File: src/logic/lin_ctrl_regs.svh
// register addresses, field positions, reset values and sizes of the lin register set
`ifndef LIN_CTRL_REGS_SVH
`define LIN_CTRL_REGS_SVH

// directly mapped special function register addresses
`define SFR_CFG_ADDR        8'hC9
`define SFR_DATA_ADDR       8'hD2
`define SFR_INDEX_ADDR      8'hD3

// indirect core register indices
`define IDX_DATA_LAST       8'h07
`define IDX_CTRL            8'h08
`define IDX_STATUS          8'h09
`define IDX_ERROR           8'h0A
`define IDX_SIZE            8'h0B
`define IDX_DIV             8'h0C
`define IDX_MUL             8'h0D
`define IDX_ID              8'h0E

// configuration register fields and reset value
`define CFG_ENABLE_BIT      7
`define CFG_MASTER_BIT      6
`define CFG_AUTO_BAUD_SELECT_BIT       5
`define CFG_RESET           8'h60

// control register fields
`define CTRL_STOP_BIT       7
`define CTRL_SLEEP_BIT      6
`define CTRL_DIR_BIT        5
`define CTRL_ACK_BIT        4
`define CTRL_IRQ_FLAG_CLEAR_BIT     3
`define CTRL_ERROR_FLAGS_CLEAR_BIT     2
`define CTRL_WAKE_BIT       1
`define CTRL_START_BIT      0

// status and size register fields
`define ST_INT_BIT          3
`define ST_ERR_BIT          2
`define SIZE_ENH_BIT        7
`define SIZE_WRITE_MASK     8'h8F
`define ID_WRITE_MASK       8'h3F
`define ERR_SLAVE_MASK      5'h18
`define REG_RESET           8'h00

// frame data buffer
`define DATA_BYTES          8
`define RX_FIFO_DEPTH       32

`endif

File: src/logic/lin_ctrl_pkg.sv
// types shared by the lin register set and its frame engine side
`default_nettype none
package lin_ctrl_pkg;

  // node role as held in the configuration register
  typedef enum logic [0:0] {
    ROLE_SLAVE  = 1'b0,
    ROLE_MASTER = 1'b1
  } role_e;

  // settings and action requests handed to the frame engine
  typedef struct packed {
    logic       iface_enable;
    logic       master_role;
    logic       auto_baud_active;
    logic       frame_direction;
    logic       sleep_request;
    logic       stop_pulse;
    logic       data_acknowledge;
    logic       wake_signal_request;
    logic       frame_start_request;
    logic       enhanced_checksum_select;
    logic [3:0] frame_length;
    logic [7:0] baud_divider_low_bits;
    logic [1:0] baud_prescaler;
    logic [4:0] baud_multiplier;
    logic       baud_divider_msb;
    logic [5:0] frame_id;
  } frame_ctrl_s;

  // state and events reported by the frame engine
  typedef struct packed {
    logic       bus_active;
    logic       idle_timeout;
    logic       abort;
    logic       data_request_flag;
    logic       wakeup;
    logic       done;
    logic       irq_event;
    logic       error_event;
    logic [4:0] error_bits;
    logic       ack_taken;
    logic       wake_sent;
    logic       frame_end;
  } engine_evt_s;

endpackage
`default_nettype wire

File: src/logic/byte_fifo.sv
// synchronous fifo with valid and ready on both sides
`default_nettype none
module byte_fifo #(
  parameter int WIDTH = 8,
  parameter int DEPTH = 32
) (
  // clock and reset
  input  wire logic             clk,
  input  wire logic             rst_b,
  // filling side
  input  wire logic [WIDTH-1:0] in_data,
  input  wire logic             in_valid,
  output logic                  in_ready,
  // draining side
  output logic      [WIDTH-1:0] out_data,
  output logic                  out_valid,
  input  wire logic             out_ready
);
  localparam int AW = $clog2(DEPTH);

  logic [WIDTH-1:0] mem_reg [DEPTH];  // storage array
  logic [AW:0]      wr_ptr_reg;       // write pointer with wrap bit
  logic [AW:0]      rd_ptr_reg;       // read pointer with wrap bit
  logic [AW:0]      count_next;       // occupancy after this cycle
  logic             push;
  logic             pop;

  assign push      = in_valid && in_ready;
  assign pop       = out_valid && out_ready;
  assign out_valid = (wr_ptr_reg != rd_ptr_reg);
  assign out_data  = mem_reg[rd_ptr_reg[AW-1:0]];
  assign count_next = wr_ptr_reg - rd_ptr_reg + (AW+1)'(push) - (AW+1)'(pop);

  // storage write, no reset needed for data
  always_ff @(posedge clk) begin
    if (push) begin
      mem_reg[wr_ptr_reg[AW-1:0]] <= in_data;
    end
  end

  // pointers
  always_ff @(posedge clk or negedge rst_b) begin
    if (!rst_b) begin
      wr_ptr_reg <= '0;
      rd_ptr_reg <= '0;
    end else begin
      if (push) begin
        wr_ptr_reg <= wr_ptr_reg + (AW+1)'(1);
      end
      if (pop) begin
        rd_ptr_reg <= rd_ptr_reg + (AW+1)'(1);
      end
    end
  end

  // ready is a flop so the source never sees a combinational path
  always_ff @(posedge clk or negedge rst_b) begin
    if (!rst_b) begin
      in_ready <= 1'b1;
    end else begin
      in_ready <= (count_next != (AW+1)'(DEPTH));
    end
  end
endmodule
`default_nettype wire

File: src/logic/lin_control_register_set.sv
// lin controller register set: direct config, indirect core registers, action bits
//
// Functional notes
// - config bit 7 enables whole interface
// - config bit 6 selects master or slave
// - config bit 5 auto baud, slave only
// - config low five bits read zero
// - fifteen indirect registers, indices 0x00 to 0x0E
// - role-specific bits work only in their role; a held sleep, ack or start bit still drives the engine after a role change
// - eight data bytes hold frame bytes
// - slave stop bit halts until break, reads 0
// - slave sleep bit sleeps or wakes node
// - direction bit marks transmit or receive
// - slave acknowledge set by software, hardware clears
// - writing 1 clears interrupt pending flag
// - writing 1 clears error status and flags
// - wake request sends wakeup, then self-clears
// - master start request, cleared on end or error
// - data port accesses register named by index
`include "lin_ctrl_regs.svh"
`default_nettype none
module lin_control_register_set
  import lin_ctrl_pkg::*;
#(
  parameter int FIFO_DEPTH = `RX_FIFO_DEPTH
) (
  // clock and reset
  input  wire logic              clk,
  input  wire logic              rst_b,
  // special function register port
  input  wire logic [7:0]        sfr_addr,
  input  wire logic              sfr_wr,
  input  wire logic              sfr_rd,
  input  wire logic [7:0]        sfr_wdata,
  output logic      [7:0]        sfr_rdata,
  // frame engine settings and events
  output frame_ctrl_s            ctrl,
  input  wire engine_evt_s       evt,
  // transmit bytes toward the engine
  output logic      [63:0]       tx_bytes,
  // received byte stream from the engine
  input  wire logic [7:0]        rx_byte,
  input  wire logic              rx_valid,
  output logic                   rx_ready,
  input  wire logic              rx_frame_start
);

  // configuration register fields
  logic        enable_reg;            // interface enable
  role_e       role_reg;              // node role
  logic        auto_baud_select_reg;             // automatic baud choice
  logic        auto_baud_reg;         // auto baud as the engine sees it, slave only
  logic [7:0]  index_reg;             // indirect index

  // control register fields
  logic        stop_reg;              // one-cycle stop pulse
  logic        sleep_reg;
  logic        dir_reg;
  logic        ack_reg;
  logic        wake_reg;
  logic        start_reg;

  // status and error flags held here
  logic        irq_flag_reg;          // interrupt pending
  logic        error_flag_reg;        // communication error
  logic [4:0]  err_bits_reg;          // error register bits

  // frame settings
  logic [7:0]  size_reg;
  logic [7:0]  div_reg;
  logic [7:0]  mul_reg;
  logic [5:0]  id_reg;

  // frame data buffer and receive fill pointer
  logic [7:0]  data_byte_reg [`DATA_BYTES];
  logic [2:0]  rx_ptr_reg;
  logic [2:0]  rx_ptr_eff;

  // decoded accesses
  logic        cfg_wr;
  logic        idx_wr;
  logic        core_wr;
  logic        ctrl_wr;
  logic        is_slave;
  logic        is_master;
  logic [7:0]  core_rdata;
  logic [7:0]  status_view;

  // fifo draining side
  logic [7:0]  fifo_byte;
  logic        fifo_valid;
  logic        fifo_ready;
  logic        drain;

  assign is_slave  = (role_reg == ROLE_SLAVE);
  assign is_master = (role_reg == ROLE_MASTER);
  assign cfg_wr    = sfr_wr && (sfr_addr == `SFR_CFG_ADDR);
  assign idx_wr    = sfr_wr && (sfr_addr == `SFR_INDEX_ADDR);
  assign core_wr   = sfr_wr && (sfr_addr == `SFR_DATA_ADDR);
  assign ctrl_wr   = core_wr && (index_reg == `IDX_CTRL);

  // configuration register, low bits are not stored at all
  always_ff @(posedge clk or negedge rst_b) begin
    if (!rst_b) begin
      enable_reg <= 1'(`CFG_RESET >> `CFG_ENABLE_BIT);
      role_reg   <= role_e'(1'(`CFG_RESET >> `CFG_MASTER_BIT));
      auto_baud_select_reg  <= 1'(`CFG_RESET >> `CFG_AUTO_BAUD_SELECT_BIT);
      auto_baud_reg <= 1'b0;                                            // master at reset
    end else if (cfg_wr) begin
      auto_baud_reg <= sfr_wdata[`CFG_AUTO_BAUD_SELECT_BIT] && !sfr_wdata[`CFG_MASTER_BIT];
      enable_reg <= sfr_wdata[`CFG_ENABLE_BIT];
      role_reg   <= role_e'(sfr_wdata[`CFG_MASTER_BIT]);
      auto_baud_select_reg  <= sfr_wdata[`CFG_AUTO_BAUD_SELECT_BIT];
    end
  end

  // indirect index register
  always_ff @(posedge clk or negedge rst_b) begin
    if (!rst_b) begin
      index_reg <= `REG_RESET;
    end else if (idx_wr) begin
      index_reg <= sfr_wdata;
    end
  end

  // stop request: slave only, a single pulse, never stored
  always_ff @(posedge clk or negedge rst_b) begin
    if (!rst_b) begin
      stop_reg <= 1'b0;
    end else begin
      stop_reg <= ctrl_wr && is_slave && sfr_wdata[`CTRL_STOP_BIT];
    end
  end

  // sleep and direction bits
  always_ff @(posedge clk or negedge rst_b) begin
    if (!rst_b) begin
      sleep_reg <= 1'b0;
      dir_reg   <= 1'b0;
    end else if (ctrl_wr) begin
      if (is_slave) begin
        sleep_reg <= sfr_wdata[`CTRL_SLEEP_BIT];
      end
      dir_reg <= sfr_wdata[`CTRL_DIR_BIT];
    end
  end

  // acknowledge: software sets, engine clears once taken; a new set wins
  always_ff @(posedge clk or negedge rst_b) begin
    if (!rst_b) begin
      ack_reg <= 1'b0;
    end else if (ctrl_wr && is_slave && sfr_wdata[`CTRL_ACK_BIT]) begin
      ack_reg <= 1'b1;
    end else if (evt.ack_taken) begin
      ack_reg <= 1'b0;
    end
  end

  // wake request: held until the engine reports the signal sent
  always_ff @(posedge clk or negedge rst_b) begin
    if (!rst_b) begin
      wake_reg <= 1'b0;
    end else if (ctrl_wr && sfr_wdata[`CTRL_WAKE_BIT]) begin
      wake_reg <= 1'b1;
    end else if (evt.wake_sent) begin
      wake_reg <= 1'b0;
    end
  end

  // start request: master only, dropped on completion or error
  always_ff @(posedge clk or negedge rst_b) begin
    if (!rst_b) begin
      start_reg <= 1'b0;
    end else if (ctrl_wr && is_master && sfr_wdata[`CTRL_START_BIT]) begin
      start_reg <= 1'b1;
    end else if (evt.frame_end || evt.error_event) begin
      start_reg <= 1'b0;
    end
  end

  // interrupt pending flag: an event in the clearing cycle is kept
  always_ff @(posedge clk or negedge rst_b) begin
    if (!rst_b) begin
      irq_flag_reg <= 1'b0;
    end else if (evt.irq_event) begin
      irq_flag_reg <= 1'b1;
    end else if (ctrl_wr && sfr_wdata[`CTRL_IRQ_FLAG_CLEAR_BIT]) begin
      irq_flag_reg <= 1'b0;
    end
  end

  // error status and error register, set beats clear per bit
  always_ff @(posedge clk or negedge rst_b) begin
    if (!rst_b) begin
      error_flag_reg <= 1'b0;
      err_bits_reg   <= 5'h0;
    end else if (ctrl_wr && sfr_wdata[`CTRL_ERROR_FLAGS_CLEAR_BIT]) begin
      error_flag_reg <= evt.error_event || (|evt.error_bits);
      err_bits_reg   <= evt.error_bits;
    end else begin
      error_flag_reg <= error_flag_reg || evt.error_event || (|evt.error_bits);
      err_bits_reg   <= err_bits_reg | evt.error_bits;
    end
  end

  // frame settings: size keeps only its defined bits, id keeps six
  always_ff @(posedge clk or negedge rst_b) begin
    if (!rst_b) begin
      size_reg <= `REG_RESET;
      div_reg  <= `REG_RESET;
      mul_reg  <= `REG_RESET;
      id_reg   <= 6'h00;
    end else if (core_wr) begin
      case (index_reg)
        `IDX_SIZE: size_reg <= sfr_wdata & `SIZE_WRITE_MASK;
        `IDX_DIV:  div_reg  <= sfr_wdata;
        `IDX_MUL:  mul_reg  <= sfr_wdata;
        `IDX_ID:   id_reg   <= sfr_wdata[5:0];
        default:   ;
      endcase
    end
  end

  // receive fill pointer restarts with each frame
  assign rx_ptr_eff = rx_frame_start ? 3'h0 : rx_ptr_reg;
  always_ff @(posedge clk or negedge rst_b) begin
    if (!rst_b) begin
      rx_ptr_reg <= 3'h0;
    end else begin
      rx_ptr_reg <= rx_ptr_eff + 3'(drain);
    end
  end

  // a software write to a data byte stalls the drain for that cycle,
  // so the fifo backs up instead of the two writers colliding
  assign fifo_ready = enable_reg && !(core_wr && index_reg <= `IDX_DATA_LAST);
  assign drain      = fifo_valid && fifo_ready;

  // data byte buffer, one writer process per byte
  genvar gi;
  generate
    for (gi = 0; gi < `DATA_BYTES; gi++) begin : g_byte
      always_ff @(posedge clk or negedge rst_b) begin
        if (!rst_b) begin
          data_byte_reg[gi] <= `REG_RESET;
        end else if (core_wr && index_reg == 8'(gi)) begin
          data_byte_reg[gi] <= sfr_wdata;
        end else if (drain && rx_ptr_eff == 3'(gi)) begin
          data_byte_reg[gi] <= fifo_byte;
        end
      end
      assign tx_bytes[gi*8 +: 8] = data_byte_reg[gi];
    end
  endgenerate

  // received bytes queue here while software or the buffer is busy
  byte_fifo #(
    .WIDTH (8),
    .DEPTH (FIFO_DEPTH)
  ) u_rx_fifo (
    .clk       (clk),
    .rst_b     (rst_b),
    .in_data   (rx_byte),
    .in_valid  (rx_valid),
    .in_ready  (rx_ready),
    .out_data  (fifo_byte),
    .out_valid (fifo_valid),
    .out_ready (fifo_ready)
  );

  // status view, slave-only bits masked in master role
  always_comb begin
    status_view    = 8'h00;
    status_view[7] = evt.bus_active;
    status_view[6] = evt.idle_timeout && is_slave;
    status_view[5] = evt.abort && is_slave;
    status_view[4] = evt.data_request_flag && is_slave;
    status_view[`ST_INT_BIT] = irq_flag_reg;
    status_view[`ST_ERR_BIT] = error_flag_reg;
    status_view[1] = evt.wakeup;
    status_view[0] = evt.done;
  end

  // indirect read mux; write-only action bits read as zero
  always_comb begin
    core_rdata = 8'h00;
    if (index_reg <= `IDX_DATA_LAST) begin
      core_rdata = data_byte_reg[index_reg[2:0]];
    end else begin
      case (index_reg)
        `IDX_CTRL: begin
          core_rdata[`CTRL_SLEEP_BIT] = sleep_reg && is_slave;
          core_rdata[`CTRL_DIR_BIT]   = dir_reg;
          core_rdata[`CTRL_ACK_BIT]   = ack_reg && is_slave;
          core_rdata[`CTRL_WAKE_BIT]  = wake_reg;
          core_rdata[`CTRL_START_BIT] = start_reg && is_master;
        end
        `IDX_STATUS: core_rdata = status_view;
        `IDX_ERROR:  core_rdata = {3'h0, is_slave ? err_bits_reg : err_bits_reg & ~`ERR_SLAVE_MASK};
        `IDX_SIZE:   core_rdata = size_reg;
        `IDX_DIV:    core_rdata = div_reg;
        `IDX_MUL:    core_rdata = mul_reg;
        `IDX_ID:     core_rdata = {2'h0, id_reg};
        default:     core_rdata = 8'h00;
      endcase
    end
  end

  // registered read data, answer one cycle after the read strobe
  always_ff @(posedge clk or negedge rst_b) begin
    if (!rst_b) begin
      sfr_rdata <= 8'h00;
    end else if (sfr_rd) begin
      case (sfr_addr)
        `SFR_CFG_ADDR:   sfr_rdata <= {enable_reg, role_reg, auto_baud_select_reg, 5'h00};
        `SFR_INDEX_ADDR: sfr_rdata <= index_reg;
        `SFR_DATA_ADDR:  sfr_rdata <= core_rdata;
        default:         sfr_rdata <= 8'h00;
      endcase
    end
  end

  // settings handed to the engine, all straight from registers
  assign ctrl.iface_enable             = enable_reg;
  assign ctrl.master_role              = is_master;
  assign ctrl.auto_baud_active         = auto_baud_reg;
  assign ctrl.frame_direction          = dir_reg;
  assign ctrl.sleep_request            = sleep_reg;
  assign ctrl.stop_pulse               = stop_reg;
  assign ctrl.data_acknowledge         = ack_reg;
  assign ctrl.wake_signal_request      = wake_reg;
  assign ctrl.frame_start_request      = start_reg;
  assign ctrl.enhanced_checksum_select = size_reg[`SIZE_ENH_BIT];
  assign ctrl.frame_length             = size_reg[3:0];
  assign ctrl.baud_divider_low_bits    = div_reg;
  assign ctrl.baud_prescaler           = mul_reg[7:6];
  assign ctrl.baud_multiplier          = mul_reg[5:1];
  assign ctrl.baud_divider_msb         = mul_reg[0];
  assign ctrl.frame_id                 = id_reg;
endmodule
`default_nettype wire

File: config.mk
export PLATFORM = sky130hd
export DESIGN_NAME = lin_control_register_set
export DESIGN_NICKNAME = d
export VERILOG_FILES = /design/src/logic/lin_ctrl_pkg.sv /design/src/logic/byte_fifo.sv /design/src/logic/lin_control_register_set.sv
export VERILOG_INCLUDE_DIRS = /design/src /design/src/logic
export SDC_FILE = /design/constraint.sdc
export NUM_CORES = 1
export LEC_CHECK = 0
export ABC_CLOCK_PERIOD_IN_PS = 10990
export BUFFER_PORTS_ARGS = -buffer_cell sky130_fd_sc_hd__buf_2
export CAP_MARGIN = 20
export CORE_MARGIN = 2
export CORE_UTILIZATION = 45
export DETAILED_ROUTE_END_ITERATION = 7
export GPL_TIMING_DRIVEN = 0
export MAX_ROUTING_LAYER = met4
export PLACE_DENSITY_LB_ADDON = 0.25
export REMOVE_ABC_BUFFERS = 1
export SLEW_MARGIN = 10
export SYNTH_ARGS = -nofsm -noshare
export SYNTH_HDL_FRONTEND = slang
export SYNTH_HIERARCHICAL = 1
export SYNTH_SLANG_ARGS = --single-unit
export TNS_END_PERCENT = 5
File: constraint.sdc
create_clock -name clk -period 10.99 [get_ports clk]
set_input_delay 0.5495 -clock clk [delete_from_list [all_inputs] [get_ports clk]]
set_output_delay 0.5495 -clock clk [all_outputs]
set_load 0.01 [all_outputs]
==> metrics.csv <==
stage;metric;value;unit
pwr;switching power;1.38;mW
setup_path;Crit path arrival time;4.92;ns
setup_path;Slowest-stage cell, CP;nand4_1;
logic_synthesis;top post-synthesis cells by area;edfxtp_1 (43%), dfrtp_1 (19%), mux4_2 (5.4%), mux2i_1 (4.8%), mux2_2 (3.8%);
sta;setup ws final;6.52;ns
grt;residual overflow from global routing;0;
final_layout;max reg flops;256;
setup_path;CP Capture Type;flip-flop;
pwr;power consumption;4.44;mW
placement;PortBufs;154;
setup_path;crit-path cells;buf_2 > nor4bb_1 > clkdlybuf4s15_2 > nand4_1 > and2_1 > inv_1 > a41oi_2 > inv_1 > fa_1 > fa_1 > ha_1 > a21o_1 > a2111oi_0 > o2111ai_1;
setup_path;WP buf/inv;4;
setup_path;crit path max fanout;20;
sta;Setup Total Neg Slack;0;ns
logic_synthesis;area leader, netlist;edfxtp_1;
pwr;Clock power frac;32.8;%
logic_synthesis;Seq/Total Area, Yosys;62.2;%
detailed_routing;total number of vias;11049;
sta;RSZ-0062 raised after global routing;false;
die;Initial Utilization;45.4;%
logic_synthesis;post-synthesis cell count;1232;
grt;first-pass GRT wire length;67900;µm
pwr;IR drop worst, VDD;0.172;mV
die;area of the core;0.0396;mm²
die;Die ar.;0.0416;mm²
run;Max-Cap Viols;0;
clock_network;CTS tree;done;
sta;Max Slew Vio Count;0;
grt;initial antenna violation count;0;
placement;hpwl dp;29500;µm
logic_synthesis;Post-synth EDFFs;256;
clock_network;CTS buffer count;43;
grt;GRT Total Usage;22.4;%
placement;Final Wtd Congestion;0.916;
final_layout;Util after Layout;52.0;%
sta;fin crit period;4.47;ns
final_layout;share of cells above drive strength 1;26.1;%
pwr;internal power;3.06;mW
status;run status;completed;
sta;Worst Tran Pin Value;1.01;ns
pwr;static leakage power;8.19;nW
setup_path;Req. time, crit path;11.43;ns
sta;clock skew;0.0228;ns
setup_path;Worst setup SP type;input pin;
logic_synthesis;main flop type after synthesis;edfxtp_1;
logic_synthesis;Synth top area share;42.7;%
pwr;Switching Share;31.1;%
detailed_routing;mean routed wirelength per cell;23.6;µm
sta;fin crit share;40.7;%
sta;maximum clock frequency;224;MHz
final_layout;final net count;1416;
logic_synthesis;cell with the most instances after synthesis;edfxtp_1;
detailed_routing;Iter 0 DRT Violations;799;
setup_path;Critical Path Max Stage Delay;0.80;ns
clock_network;Clk pin slew, worst setup/hold paths;0.06;ns
logic_synthesis;Seq cells post-synth;396;
sta;Hold Fails Final Rpt;0;
clock_network;insertion delay of the later-clocked pin in the worst-skew pair;0.55;ns
clock_network;PostCTS Resize Cnt;0;
detailed_routing;DR pass1 iterations;5;
clock_network;CTS H-tree depth;2;
clock_network;clock root buffer;clkbuf_16;
pwr;power per cell area;216;mW/mm²
logic_synthesis;post-synthesis cell type count;73;
final_layout;antenna diode count;0;
detailed_routing;DRC viols;0;
logic_synthesis;most frequent cells after synthesis;edfxtp_1 (256), dfrtp_1 (137), mux2i_1 (87);
clock_network;clock sink total;396;
detailed_routing;vias per cell;5.79;
setup_path;Worst Path Class, Setup;in2reg;
grt;pin count of the biggest net entering global routing;103;
final_layout;area grow syn2layout;14.5;%
final_layout;Filler Cell Count;3350;
sta;Finish-stage setup viols;0;
placement;placed cell count;1828;
detailed_routing;routed wire length;45100;µm
logic_synthesis;Ys Warns;6;
detailed_routing;Antenna Nets Post-Route;0;
logic_synthesis;Mapped Area;0.0180;mm²
pwr;register share of total power;40.1;%
die;die height;204;µm
pwr;Gate power share;27.1;%
logic_synthesis;asr flop ratio synth;35.4;%
die;Boundary Pins;155;
sta;slew margin rel.;32.4;%
min_path;Hold Crit Class;in2reg;
clock_network;CTS max path bufs;3;
logic_synthesis;Avg Cell Area, Syn;14.6;µm²
final_layout;Non-Filler Instances;1908;
placement;dpl ws;5.99;ns
grt;number of global-route vias before repair;10840;
die;Die Wd;204;µm
setup_path;delay-heaviest family, CP;simple AND/OR/NAND/NOR gates;
die;# rows;73;
area by class of cell:
cell class	instances	area [µm²]	area share [%]
clock buffers	60	1200	5.83
clock inverters	18	228	1.11
inverters	23	86.3	0.419
multi-input cells	723	6240	30.3
flip-flops and latches	396	11200	54.4
well taps	525	657	3.19
repair buffers	163	980	4.76
layout by cell type (no fill, tap or decap), types with 15 or more instances in the layout:
master / count
a21oi_1: 41
mux4_1: 15
mux4_2: 43
o21a_1: 16
mux2i_1: 87
nor2b_1: 20
o21ai_0: 37
nand2_1: 50
clkbuf_16: 44
nor2_1: 83
nand4_1: 17
buf_2: 153
nand3_1: 43
inv_1: 22
a221oi_1: 22
dfrtp_1: 132
mux2_2: 61
ha_1: 17
edfxtp_1: 256
routing by layer:
layer	vias to the layer above	wire, µm	GRT usage (%)
met5	-	0	-
li1	4980	-	-
met1	5521	19000	30.4
met3	72	3490	3.89
met4	0	1270	7.01
met2	476	21300	34.6
metrics by stage:
stage | hold WS [ns] | instance area, µm²
3_3_place_gp | 0.463 | 19000
2_1_floorplan | 0.254 | 17500
4_1_cts | 0.164 | 20600
3_5_place_dp | 0.459 | 19100
5_1_grt | 0.163 | 20600
6_report | 0.184 | 20600
power groups by stage:
| stage | registers (mW) | logic [mW] | clock network (mW) |
|---|---|---|---|
| after global placement | 1.93 | 1.07 | 0 |
| after global routing | 1.79 | 1.30 | 1.54 |
| after detailed placement | 1.81 | 1.20 | 0 |
| after CTS | 1.78 | 1.20 | 1.49 |
| final | 1.78 | 1.20 | 1.46 |
| after floorplan | 1.87 | 0.731 | 0 |
final timing paths:
check,cells past startpoint,end,from,slack [ns]
hold / removal,2,wake_reg,evt[1],0.18
min in group asynchronous,2,tx_bytes[29],rst_b,0.48
max in group asynchronous,3,index_reg[1],rst_b,9.67
setup / recovery,14,u_rx_fifo/in_ready,sfr_addr[2],6.52
setup reg to reg,15,u_rx_fifo/in_ready,index_reg[3],6.54
hold reg to reg,2,auto_baud_reg,auto_baud_reg,0.48
cell families (layout without fill, tap and decap cells):
family / after synthesis / after routing / share of synthesized area (%)
DFF: 396 / 396 / 62.2
and+or+nand+nor: 275 / 275 / 7.97
muxes: 213 / 213 / 16.7
AOI/OAI and AO/OA: 198 / 198 / 7.62
buffers and inverters: 113 / 264 / 3.11
adders and majority gates: 20 / 20 / 1.52
xor gates and xnor gates: 17 / 17 / 0.911
repair_timing:
item	CTS	global route
setup buffers	0	0
hold endpoints to repair	37	0
hold buffers	1	0
(Power assumes the default switching activity.)
